File: config.mk
export PLATFORM = sky130hd
export DESIGN_NAME = asp_host
export DESIGN_NICKNAME = d
export VERILOG_FILES = /design/src/rtl/asp_pkg.sv /design/src/rtl/asp_sync.sv /design/src/rtl/asp_host.sv
export SDC_FILE = /design/constraint.sdc
export NUM_CORES = 1
export LEC_CHECK = 0
export BUFFER_PORTS_ARGS = -buffer_cell sky130_fd_sc_hd__buf_2
export CAP_MARGIN = 20
export CORE_MARGIN = 10
export CORE_UTILIZATION = 45
export CTS_CLUSTER_DIAMETER = 50
export DETAILED_ROUTE_END_ITERATION = 12
export PLACE_DENSITY_LB_ADDON = 0.05
export SYNTH_ARGS = -nofsm -noshare
export SYNTH_HDL_FRONTEND = slang
export SYNTH_SLANG_ARGS = --single-unit
File: constraint.sdc
create_clock -name core_clk_i -period 3.9 [get_ports core_clk_i]
set_input_delay 0.585 -clock core_clk_i [delete_from_list [all_inputs] [get_ports core_clk_i]]
set_output_delay 0.585 -clock core_clk_i [all_outputs]
set_load 0.05 [all_outputs]
File: src/rtl/asp_pkg.sv
// Package: constants and carriers for the asynchronous SRAM port host controller
package asp_pkg;

    // ------------------------------------------------------------
    // Geometry
    // ------------------------------------------------------------
    localparam int unsigned ADDR_W = 11;
    localparam int unsigned DATA_W = 8;
    localparam int unsigned DEPTH  = 2048;

    // ------------------------------------------------------------
    // Timing in ns, as printed for the fastest grade
    // ------------------------------------------------------------
    localparam int unsigned CLK_PERIOD_NS                = 40;
    localparam int unsigned ADDRESS_ACCESS_TIME_NS       = 70;
    localparam int unsigned SELECT_ACCESS_TIME_NS        = 70;
    localparam int unsigned OUTPUT_ENABLE_ACCESS_TIME_NS = 35;
    localparam int unsigned WRITE_PULSE_NS               = 55;
    localparam int unsigned WRITE_DATA_SETUP_NS          = 30;
    localparam int unsigned WRITE_DATA_HOLD_NS           = 5;
    localparam int unsigned SELECT_RECOVERY_TIME_NS      = 10;
    localparam int unsigned WRITE_TO_FLOAT_DELAY_NS      = 25;
    localparam int unsigned CYCLE_TIME_NS                = 70;

    // Least times round up
    localparam int unsigned RD_ACCESS_CYC =
        (ADDRESS_ACCESS_TIME_NS + CLK_PERIOD_NS - 1) / CLK_PERIOD_NS;
    localparam int unsigned WR_PULSE_CYC0 =
        (WRITE_PULSE_NS + CLK_PERIOD_NS - 1) / CLK_PERIOD_NS;
    localparam int unsigned SETUP_CYC =
        (WRITE_DATA_SETUP_NS + CLK_PERIOD_NS - 1) / CLK_PERIOD_NS;
    localparam int unsigned WR_PULSE_CYC = (WR_PULSE_CYC0 > SETUP_CYC) ? WR_PULSE_CYC0 : SETUP_CYC;
    localparam int unsigned HOLD_CYC =
        (WRITE_DATA_HOLD_NS + CLK_PERIOD_NS - 1) / CLK_PERIOD_NS;
    localparam int unsigned RECOVERY_CYC =
        (SELECT_RECOVERY_TIME_NS + CLK_PERIOD_NS - 1) / CLK_PERIOD_NS;
    localparam int unsigned FLOAT_CYC =
        (WRITE_TO_FLOAT_DELAY_NS + CLK_PERIOD_NS - 1) / CLK_PERIOD_NS;
    localparam int unsigned CNT_W = 4;

    // ------------------------------------------------------------
    // Carriers
    // ------------------------------------------------------------
    typedef struct packed {
        logic              write;
        logic [ADDR_W-1:0] addr;
        logic [DATA_W-1:0] wdata;
    } asp_req_s;

    typedef struct packed {
        logic              select_n;
        logic              out_enable_n;
        logic              write_n;
        logic [ADDR_W-1:0] addr;
    } asp_strobe_s;

    typedef enum logic [2:0] {
        ST_IDLE    = 3'b000,
        ST_RD_WAIT = 3'b001,
        ST_WR_SET  = 3'b010,
        ST_WR_HOLD = 3'b011,
        ST_RECOVER = 3'b100
    } asp_state_e;

endpackage

File: src/rtl/asp_sync.sv
// Three-stage pin synchroniser with agreement filter
`timescale 1ns/1ps
module asp_sync #(
    parameter int unsigned WIDTH = 1
) (
    // Clock and reset
    input  wire logic             core_clk_i,
    input  wire logic             reset_i,
    // Pin side
    input  wire logic [WIDTH-1:0] async_i,
    // Core side
    output logic      [WIDTH-1:0] sync_o
);

    logic [WIDTH-1:0] meta_q;
    logic [WIDTH-1:0] s2_q;
    logic [WIDTH-1:0] s3_q;

    // ------------------------------------------------------------
    // Stages
    // ------------------------------------------------------------
    always_ff @(posedge core_clk_i or posedge reset_i) begin
        if (reset_i) begin
            meta_q <= '0;
            s2_q   <= '0;
            s3_q   <= '0;
        end else begin
            meta_q <= async_i;
            s2_q   <= meta_q;
            s3_q   <= s2_q;
        end
    end

    // A bit changes only when second and third stages agree
    always_ff @(posedge core_clk_i or posedge reset_i) begin
        if (reset_i) begin
            sync_o <= '0;
        end else begin
            for (int i = 0; i < int'(WIDTH); i++) begin
                if (s2_q[i] == s3_q[i]) begin
                    sync_o[i] <= s3_q[i];
                end
            end
        end
    end

endmodule

File: src/rtl/asp_host.sv
// Host bus master that drives a byte-wide asynchronous SRAM port
//
// Operation
// - Host keeps address stable for the whole write cycle.
// - Host holds strobe high for recovery time before the next cycle.
// - Host sets write data up before write end, holds after it.
// - Host keeps output enable high during writes.
`timescale 1ns/1ps
module asp_host (
    // Clock and reset
    input  wire logic                       core_clk_i,
    input  wire logic                       reset_i,
    // User request
    input  wire logic                       req_valid_i,
    input  wire asp_pkg::asp_req_s          req_i,
    output logic                            req_ready_o,
    // User answer
    output logic                            rsp_valid_o,
    output logic [asp_pkg::DATA_W-1:0]      rsp_rdata_o,
    output logic                            rsp_write_o,
    // Supply status
    input  wire logic                       power_fail_i,
    output logic                            power_fail_o,
    // SRAM pins
    output logic [asp_pkg::ADDR_W-1:0]      sram_addr_o,
    output logic                            sram_select_n_o,
    output logic                            sram_out_enable_n_o,
    output logic                            sram_write_n_o,
    input  wire logic [asp_pkg::DATA_W-1:0] data_io_lines_i,
    output logic [asp_pkg::DATA_W-1:0]      data_io_lines_o,
    output logic                            data_io_lines_oe_o
);

    asp_pkg::asp_state_e                state_q;
    logic [asp_pkg::CNT_W-1:0]          cnt_q;
    asp_pkg::asp_req_s                  cur_q;
    asp_pkg::asp_strobe_s               pins_q;
    logic [asp_pkg::DATA_W-1:0]         rd_sync;
    logic                               pf_sync;

    function automatic logic [asp_pkg::CNT_W-1:0] cyc(input int unsigned n);
        cyc = asp_pkg::CNT_W'(n - 1);
    endfunction

    // ------------------------------------------------------------
    // Pin input crossing
    // ------------------------------------------------------------
    // Read data is launched by the device with no clock, so it is synchronised.
    // Four extra cycles of access latency are the price of a clean capture.
    asp_sync #(
        .WIDTH (asp_pkg::DATA_W + 1)
    ) u_sync (
        .core_clk_i (core_clk_i),
        .reset_i    (reset_i),
        .async_i    ({power_fail_i, data_io_lines_i}),
        .sync_o     ({pf_sync, rd_sync})
    );

    // ------------------------------------------------------------
    // Sequencer
    // ------------------------------------------------------------
    always_ff @(posedge core_clk_i or posedge reset_i) begin
        if (reset_i) begin
            state_q <= asp_pkg::ST_IDLE;
            cnt_q   <= '0;
            cur_q   <= '0;
        end else begin
            unique case (state_q)
                asp_pkg::ST_IDLE: begin
                    if (req_valid_i && !pf_sync) begin
                        cur_q <= req_i;
                        if (req_i.write) begin
                            state_q <= asp_pkg::ST_WR_SET;
                            cnt_q   <= cyc(asp_pkg::WR_PULSE_CYC);
                        end else begin
                            // Three sync stages plus the agreement stage sit on top of the access time
                            state_q <= asp_pkg::ST_RD_WAIT;
                            cnt_q   <= cyc(asp_pkg::RD_ACCESS_CYC + 4);
                        end
                    end
                end
                asp_pkg::ST_RD_WAIT: begin
                    if (cnt_q == '0) begin
                        state_q <= asp_pkg::ST_RECOVER;
                        cnt_q   <= cyc(asp_pkg::RECOVERY_CYC);
                    end else begin
                        cnt_q <= cnt_q - 1'b1;
                    end
                end
                asp_pkg::ST_WR_SET: begin
                    if (cnt_q == '0) begin
                        state_q <= asp_pkg::ST_WR_HOLD;
                        cnt_q   <= cyc(asp_pkg::HOLD_CYC);
                    end else begin
                        cnt_q <= cnt_q - 1'b1;
                    end
                end
                asp_pkg::ST_WR_HOLD: begin
                    if (cnt_q == '0) begin
                        state_q <= asp_pkg::ST_RECOVER;
                        cnt_q   <= cyc(asp_pkg::RECOVERY_CYC);
                    end else begin
                        cnt_q <= cnt_q - 1'b1;
                    end
                end
                asp_pkg::ST_RECOVER: begin
                    if (cnt_q == '0) begin
                        state_q <= asp_pkg::ST_IDLE;
                    end else begin
                        cnt_q <= cnt_q - 1'b1;
                    end
                end
                default: begin
                    state_q <= asp_pkg::ST_IDLE;
                end
            endcase
        end
    end

    // ------------------------------------------------------------
    // Strobe pins
    // ------------------------------------------------------------
    always_ff @(posedge core_clk_i or posedge reset_i) begin
        if (reset_i) begin
            pins_q <= '{select_n: 1'b1, out_enable_n: 1'b1, write_n: 1'b1, addr: '0};
        end else begin
            unique case (state_q)
                asp_pkg::ST_IDLE: begin
                    if (req_valid_i && !pf_sync) begin
                        pins_q.addr         <= req_i.addr;
                        pins_q.select_n     <= 1'b0;
                        pins_q.write_n      <= !req_i.write;
                        pins_q.out_enable_n <= req_i.write;
                    end
                end
                asp_pkg::ST_WR_SET: begin
                    if (cnt_q == '0) begin
                        // Earlier rising edge ends the write
                        pins_q.write_n <= 1'b1;
                    end
                end
                asp_pkg::ST_WR_HOLD: begin
                    if (cnt_q == '0) begin
                        pins_q.select_n <= 1'b1;
                    end
                end
                asp_pkg::ST_RD_WAIT: begin
                    if (cnt_q == '0) begin
                        pins_q.select_n     <= 1'b1;
                        pins_q.out_enable_n <= 1'b1;
                    end
                end
                asp_pkg::ST_RECOVER: begin
                    pins_q.select_n <= 1'b1;
                end
                default: begin
                    pins_q.select_n <= 1'b1;
                end
            endcase
        end
    end

    // ------------------------------------------------------------
    // Data bus drive
    // ------------------------------------------------------------
    // Host drives only with output enable high, so the bus never fights.
    always_ff @(posedge core_clk_i or posedge reset_i) begin
        if (reset_i) begin
            data_io_lines_o    <= '0;
            data_io_lines_oe_o <= 1'b0;
        end else if (state_q == asp_pkg::ST_IDLE && req_valid_i && !pf_sync && req_i.write) begin
            data_io_lines_o    <= req_i.wdata;
            data_io_lines_oe_o <= 1'b1;
        end else if (state_q == asp_pkg::ST_WR_HOLD && cnt_q == '0) begin
            data_io_lines_oe_o <= 1'b0;
        end
    end

    // ------------------------------------------------------------
    // Answer
    // ------------------------------------------------------------
    always_ff @(posedge core_clk_i or posedge reset_i) begin
        if (reset_i) begin
            rsp_valid_o <= 1'b0;
            rsp_rdata_o <= '0;
            rsp_write_o <= 1'b0;
        end else begin
            rsp_valid_o <= 1'b0;
            if (state_q == asp_pkg::ST_RD_WAIT && cnt_q == '0) begin
                rsp_valid_o <= 1'b1;
                rsp_rdata_o <= rd_sync;
                rsp_write_o <= 1'b0;
            end else if (state_q == asp_pkg::ST_WR_HOLD && cnt_q == '0) begin
                rsp_valid_o <= 1'b1;
                rsp_write_o <= 1'b1;
            end
        end
    end

    // Ready stays low under power fail, since the device ignores inputs then
    always_ff @(posedge core_clk_i or posedge reset_i) begin
        if (reset_i) begin
            req_ready_o  <= 1'b0;
            power_fail_o <= 1'b0;
        end else begin
            power_fail_o <= pf_sync;
            req_ready_o  <= (state_q == asp_pkg::ST_RECOVER && cnt_q == '0 && !pf_sync)
                         || (state_q == asp_pkg::ST_IDLE && !req_valid_i && !pf_sync);
        end
    end

    assign sram_addr_o         = pins_q.addr;
    assign sram_select_n_o     = pins_q.select_n;
    assign sram_out_enable_n_o = pins_q.out_enable_n;
    assign sram_write_n_o      = pins_q.write_n;

endmodule

== Word-level counts from Yosys, hierarchy flattened ==
Index checks and enable logic that the tools add are counted.
Cells by class
  mux-type cells: 23
  add/subtract/negate cells: 1
  eq/ne operators: 20
  bitwise logic cells: 1
  reductions and logical operators: 29
Operators with widths (number)
  3-bit two-way mux: 5
  14-bit two-way mux: 1
  4-bit two-way mux: 3
  2-bit != test, second input constant: 6
  3-bit case mux with 4 select lines: 1
  4-bit case mux with 3 select lines: 1
  1-bit logical AND: 10
  1-bit == test: 9
  3-bit AND reduction: 3
  4-bit AND reduction: 2
  2-bit nonzero test: 4
  1-bit two-way mux: 7
  3-bit by 2-bit == test with 1-bit output, second input constant: 2
  4-bit zero test: 1
  2-bit two-way mux: 2
  1-bit case mux with 2 select lines: 2
  1-bit case mux with 4 select lines: 1
  4-bit by 1-bit subtractor with 4-bit output, second input constant: 1
  3-bit by 1-bit == test with 1-bit output, second input constant: 1
  3-bit == test, second input constant: 1
  1-bit zero test: 3
  3-bit zero test: 1
  3-bit nonzero test: 1
  3-bit OR reduction: 1
  5 further kinds: 5
Storage, ports and cells
  register bits after elaboration: 78
  word-level logic and storage cells: 99

== Longest topological paths before layout ==
  word-level depth: 5
  depth in mapped cells: 7
  depth with buffers taken out: 6

== By module ==
Synthesis repeated with hierarchy kept, for this count alone.
Second synthesis, totals
  cells, all modules: 188
  area total of the unflattened synthesis: 2851.5 um^2
Modules (own cells, without submodules)
  asp_host: area each 1845.5 um^2, cells each 142, instances 1
  asp_sync: area each 1006.0 um^2, cells each 46, instances 1

== Worst setup path after synthesis ==
No wires, ideal clock.
  kind: register to register
  start: register cnt_q[0] (netlist bit)
  end: register rsp_rdata_o[0] (netlist bit)
  library setup time: 0.125 ns
  arrival: 1.992 ns
  clock period less this slack: 2.117 ns
  required time: 3.775 ns
  stages on the path, launching flop included: 7
  buffers on the path: 1
  path slack: 1.783 ns
  path through: dfrtp_1 > inv_1 > ha_1 > or3b_4 > or4b_4 > buf_6 > mux2_4
Between the ends
  word-level cells in the longest chain between the ends: 2
RTL lines
  start, declared: line asp_host.sv:35  | logic [asp_pkg::CNT_W-1:0] cnt_q;
  start signal, assigned: line asp_host.sv:74  | cnt_q <= cyc(asp_pkg::WR_PULSE_CYC);
  start signal, assigned: line asp_host.sv:78  | cnt_q <= cyc(asp_pkg::RD_ACCESS_CYC + 4);
  start signal, assigned: line asp_host.sv:85  | cnt_q <= cyc(asp_pkg::RECOVERY_CYC);
  4-bit zero test: line asp_host.sv:189  | if (state_q == asp_pkg::ST_RD_WAIT && cnt_q == '0) begin
  1-bit logical AND: line asp_host.sv:189
  end signal, assigned: line asp_host.sv:191  | rsp_rdata_o <= rd_sync;
  end, declared: line asp_host.sv:19  | output logic [asp_pkg::DATA_W-1:0] rsp_rdata_o,
No other way between the ends.
A chain may end at the register's enable or synchronous reset.

== Final worst setup path ==
  start: register cnt_q[0] (netlist bit)
  end: register rsp_rdata_o[7] (netlist bit)
Same word-level chain as after synthesis.

==> flow_summary_export.csv <==
group,metric,value,unit
status,outcome,"finished clean",
yosys,synth_warnings,0,
yosys,yosysUniqueCellTypes,40,
die,die_area,9750,sq um
routing,wirelength,5.56,mm
clocking,cts_setup_buffers,0,
global_route,antenna_found_initial,0,
yosys,syn_nets,235,
worst_setup_path,path_cells,"inv_1, ha_1, or3b_4, or4b_4, mux2_4",
pwr,total_power,3.23,mW
routing,routedWlPerCell,15.8,microns
sta,setup-tns-final,0,ns
routing,drtAntennaViolNets,0,
yosys,synth_compound_area_share,4.75,%
min_path,hold_path_class,"in -> reg",
place,place_ws,1.68,ns
worst_setup_path,worst-path-buf-inv,1,
die,chipHeight,98.7,microns
sta,setup_viol,0,
sta,fin_crit_sh,58.0,%
worst_setup_path,path_max_fanout,9,
yosys,synthAdderAreaFrac,4.13,%
worst_setup_path,cp.required,4.13,ns
routing,vias_per_cell,4.93,
place,dp.cells,336,
finish,n_antenna_cell,0,
global_route,grt_pass1_wl,9.50,mm
worst_setup_path,cp-end-kind,"flop",
finish,drive_gt1_share,37.9,%
worst_setup_path,crit_type,"reg -> reg",
finish,final_cell_count_no_fill,352,
die,ios,67,
clocking,cts_buffers,9,
sta,setup_ws,1.64,ns
yosys,synth_xor_area_share,0.314,%
sta,finalCriticalPeriod,2.26,ns
clocking,hold_buffers,0,
routing,drt_iter0_drc,55,
pwr,p_leak,1.68,nW
die,rows,28,
yosys,syn_inst,201,
yosys,synth_top_family_by_area,"simple AND/OR/NAND/NOR gates",
die,initial_utilization,46.8,%
global_route,grt_pass1_vias,1856,
yosys,synth_area,2790,sq um
sta,hold_viol,0,
sta,drv_slew,0,
place,io_buffer_count,66,
finish,syn_to_final_growth,23.0,%
clocking,cts_tree,"yes",
routing,vias,1736,
clocking,cts_max_level,3,
yosys,ys_seq_elements,78,
finish,layout_commonest_cell,"dfrtp_1",
pwr,ir_worst_vdd,0.487,mV
die,fp.dieW,98.7,microns
clocking,ctsResizeCount,0,
run,drv_cap,0,
sta,max_freq,0.442,GHz
finish,nNetsFinal,306,
yosys,yosys.area_share.simple,11.1,%
pwr,powerDensity,942,nW/um^2
place,place_congestion,0.812,
clocking,clock_path_buffers,2,
finish,final_cell_mix,"75 x dfrtp_1, 66 x buf_2, 39 x nand2_1",
worst_setup_path,cp.arrival,2.49,ns
sta,hold_slack,0.337,ns
sta,fin_worst_skew,0.0103,ns
sta,rsz0062_at_grt,"no",
worst_setup_path,start_kind,"flop",
yosys,synth-seq-area-share,70.1,%
routing,drc,0,
clocking,cts.sinks,78,
clocking,clockRootBuffer,"clkbuf_8",
worst_setup_path,critPathMaxStageDelay,0.65,ns
clocking,clk_pin_slew,0.08,ns
clocking,clk_latency,0.35,ns
global_route,grt_start_max_net_pins,50,
global_route,grtUsageTotal,12.2,%
yosys,synthMuxAreaShare,7.89,%
global_route,overflow,0,
worst_setup_path,crit_family,"simple AND/OR/NAND/NOR gates",
sta,tightest_slew,0.936,ns
yosys,avgSynthCellArea,13.9,sq um
worst_setup_path,cp_slowest_cell,"or4b_4",
sta,max-slew-margin-rel,37.4,%
die,core,5960,sq um
place,hpwl,3.91,mm
routing,dr.pass1.iters,4,
## flip-flops by register name, indices dropped and copies added, names as in the netlist, 3 cells and up
name,flops
sram_addr_o,11
data_io_lines_o,8
u_sync.s3_q,9
u_sync.sync_o,9
rsp_rdata_o,8
cnt_q,4
u_sync.meta_q,9
state_q,3
u_sync.s2_q,9
## cell usage after synthesis (all sizes together)
cell type | count | area, sq um
a21oi | 4 | 20.0
xnor2 | 1 | 8.76
clkbuf | 6 | 22.5
or2 | 1 | 6.26
or2b | 1 | 7.51
dfstp | 3 | 78.8
inv | 4 | 15.0
nor2b | 2 | 12.5
nand3 | 3 | 15.0
o211ai | 2 | 15.0
nand4b | 1 | 8.76
o21ai | 5 | 25.0
or4b | 1 | 13.8
a22o | 1 | 8.76
a2111oi | 1 | 8.76
nor3b | 3 | 22.5
ha | 2 | 25.0
dfrtp | 75 | 1880
nand2b | 1 | 6.26
maj3 | 9 | 90.1
a31oi | 1 | 6.26
or3b | 1 | 11.3
nor4b | 1 | 8.76
o311ai | 1 | 8.76
nand3b | 1 | 7.51
o32a | 1 | 10.0
o31ai | 1 | 7.51
o22ai | 1 | 6.26
mux2 | 16 | 210
o21bai | 1 | 7.51
buf | 1 | 11.3
nor2 | 4 | 15.0
nand4bb | 1 | 11.3
a221oi | 1 | 8.76
nor4 | 1 | 6.26
mux2i | 1 | 10.0
nor3 | 2 | 10.0
nand2 | 39 | 146
## metal layers
metal / vias up / GRT usage [%] / routed length [microns] / part of all wire (%)
met1: 852 / 14.2 / 2330 / 42
li1: 823 / - / - / -
met2: 52 / 18.8 / 2740 / 49
met4: 0 / 4.63 / 94 / 1.7
met3: 9 / 6.28 / 394 / 7.1
met5: - / 0 / 0 / 0
## report_power, final
part / switching [mW] / internal (mW)
Clock: 0.282 / 0.428
Combinational: 0.921 / 0.386
Sequential: 0.168 / 1.05
Total: 1.37 / 1.86
## metrics by stage
| stage | area (sq um) | util, % |
|---|---|---|
| final | 3430 | 57.6 |
| after detailed placement | 3190 | 53.6 |
| after global routing | 3430 | 57.6 |
| after CTS | 3430 | 57.6 |
| after global placement | 3190 | 53.6 |
| after floorplan | 2790 | - |
## cell type report
| cell class | count | area, sq um |
|---|---|---|
| fillers | 506 | 2520 |
| flip-flops and latches | 78 | 1960 |
| multi-input cells | 112 | 791 |
| clock buffers | 11 | 131 |
| repair buffers | 67 | 338 |
| inverters | 4 | 16.3 |
| clock inverters | 5 | 106 |
| well taps | 75 | 93.8 |
## final timing paths
kind	startpoint	endpoint	slack, ns	cells past startpoint
min in group asynchronous	reset_i	u_sync.s2_q[5]$_DFF_PP0_	0.35	2
min reg2reg	u_sync.meta_q[2]$_DFF_PP0_	u_sync.s2_q[2]$_DFF_PP0_	0.35	0
max reg2reg	cnt_q[0]$_DFFE_PP0P_	rsp_rdata_o[7]$_DFFE_PP0P_	1.64	5
min	power_fail_i	u_sync.meta_q[8]$_DFF_PP0_	0.34	1
max in group asynchronous	reset_i	u_sync.sync_o[8]$_DFFE_PP0N_	2.68	3
max	cnt_q[0]$_DFFE_PP0P_	rsp_rdata_o[7]$_DFFE_PP0P_	1.64	5
## cells by family (layout without fill, tap and decap cells)
family | count (synthesis) | in the layout
mux | 17 | 17
flops | 78 | 78
fa+ha+maj | 11 | 11
compound gates | 20 | 20
simple gates | 63 | 63
buf+inv | 11 | 87
xor+xnor | 1 | 1
(Power assumes the default switching activity.)
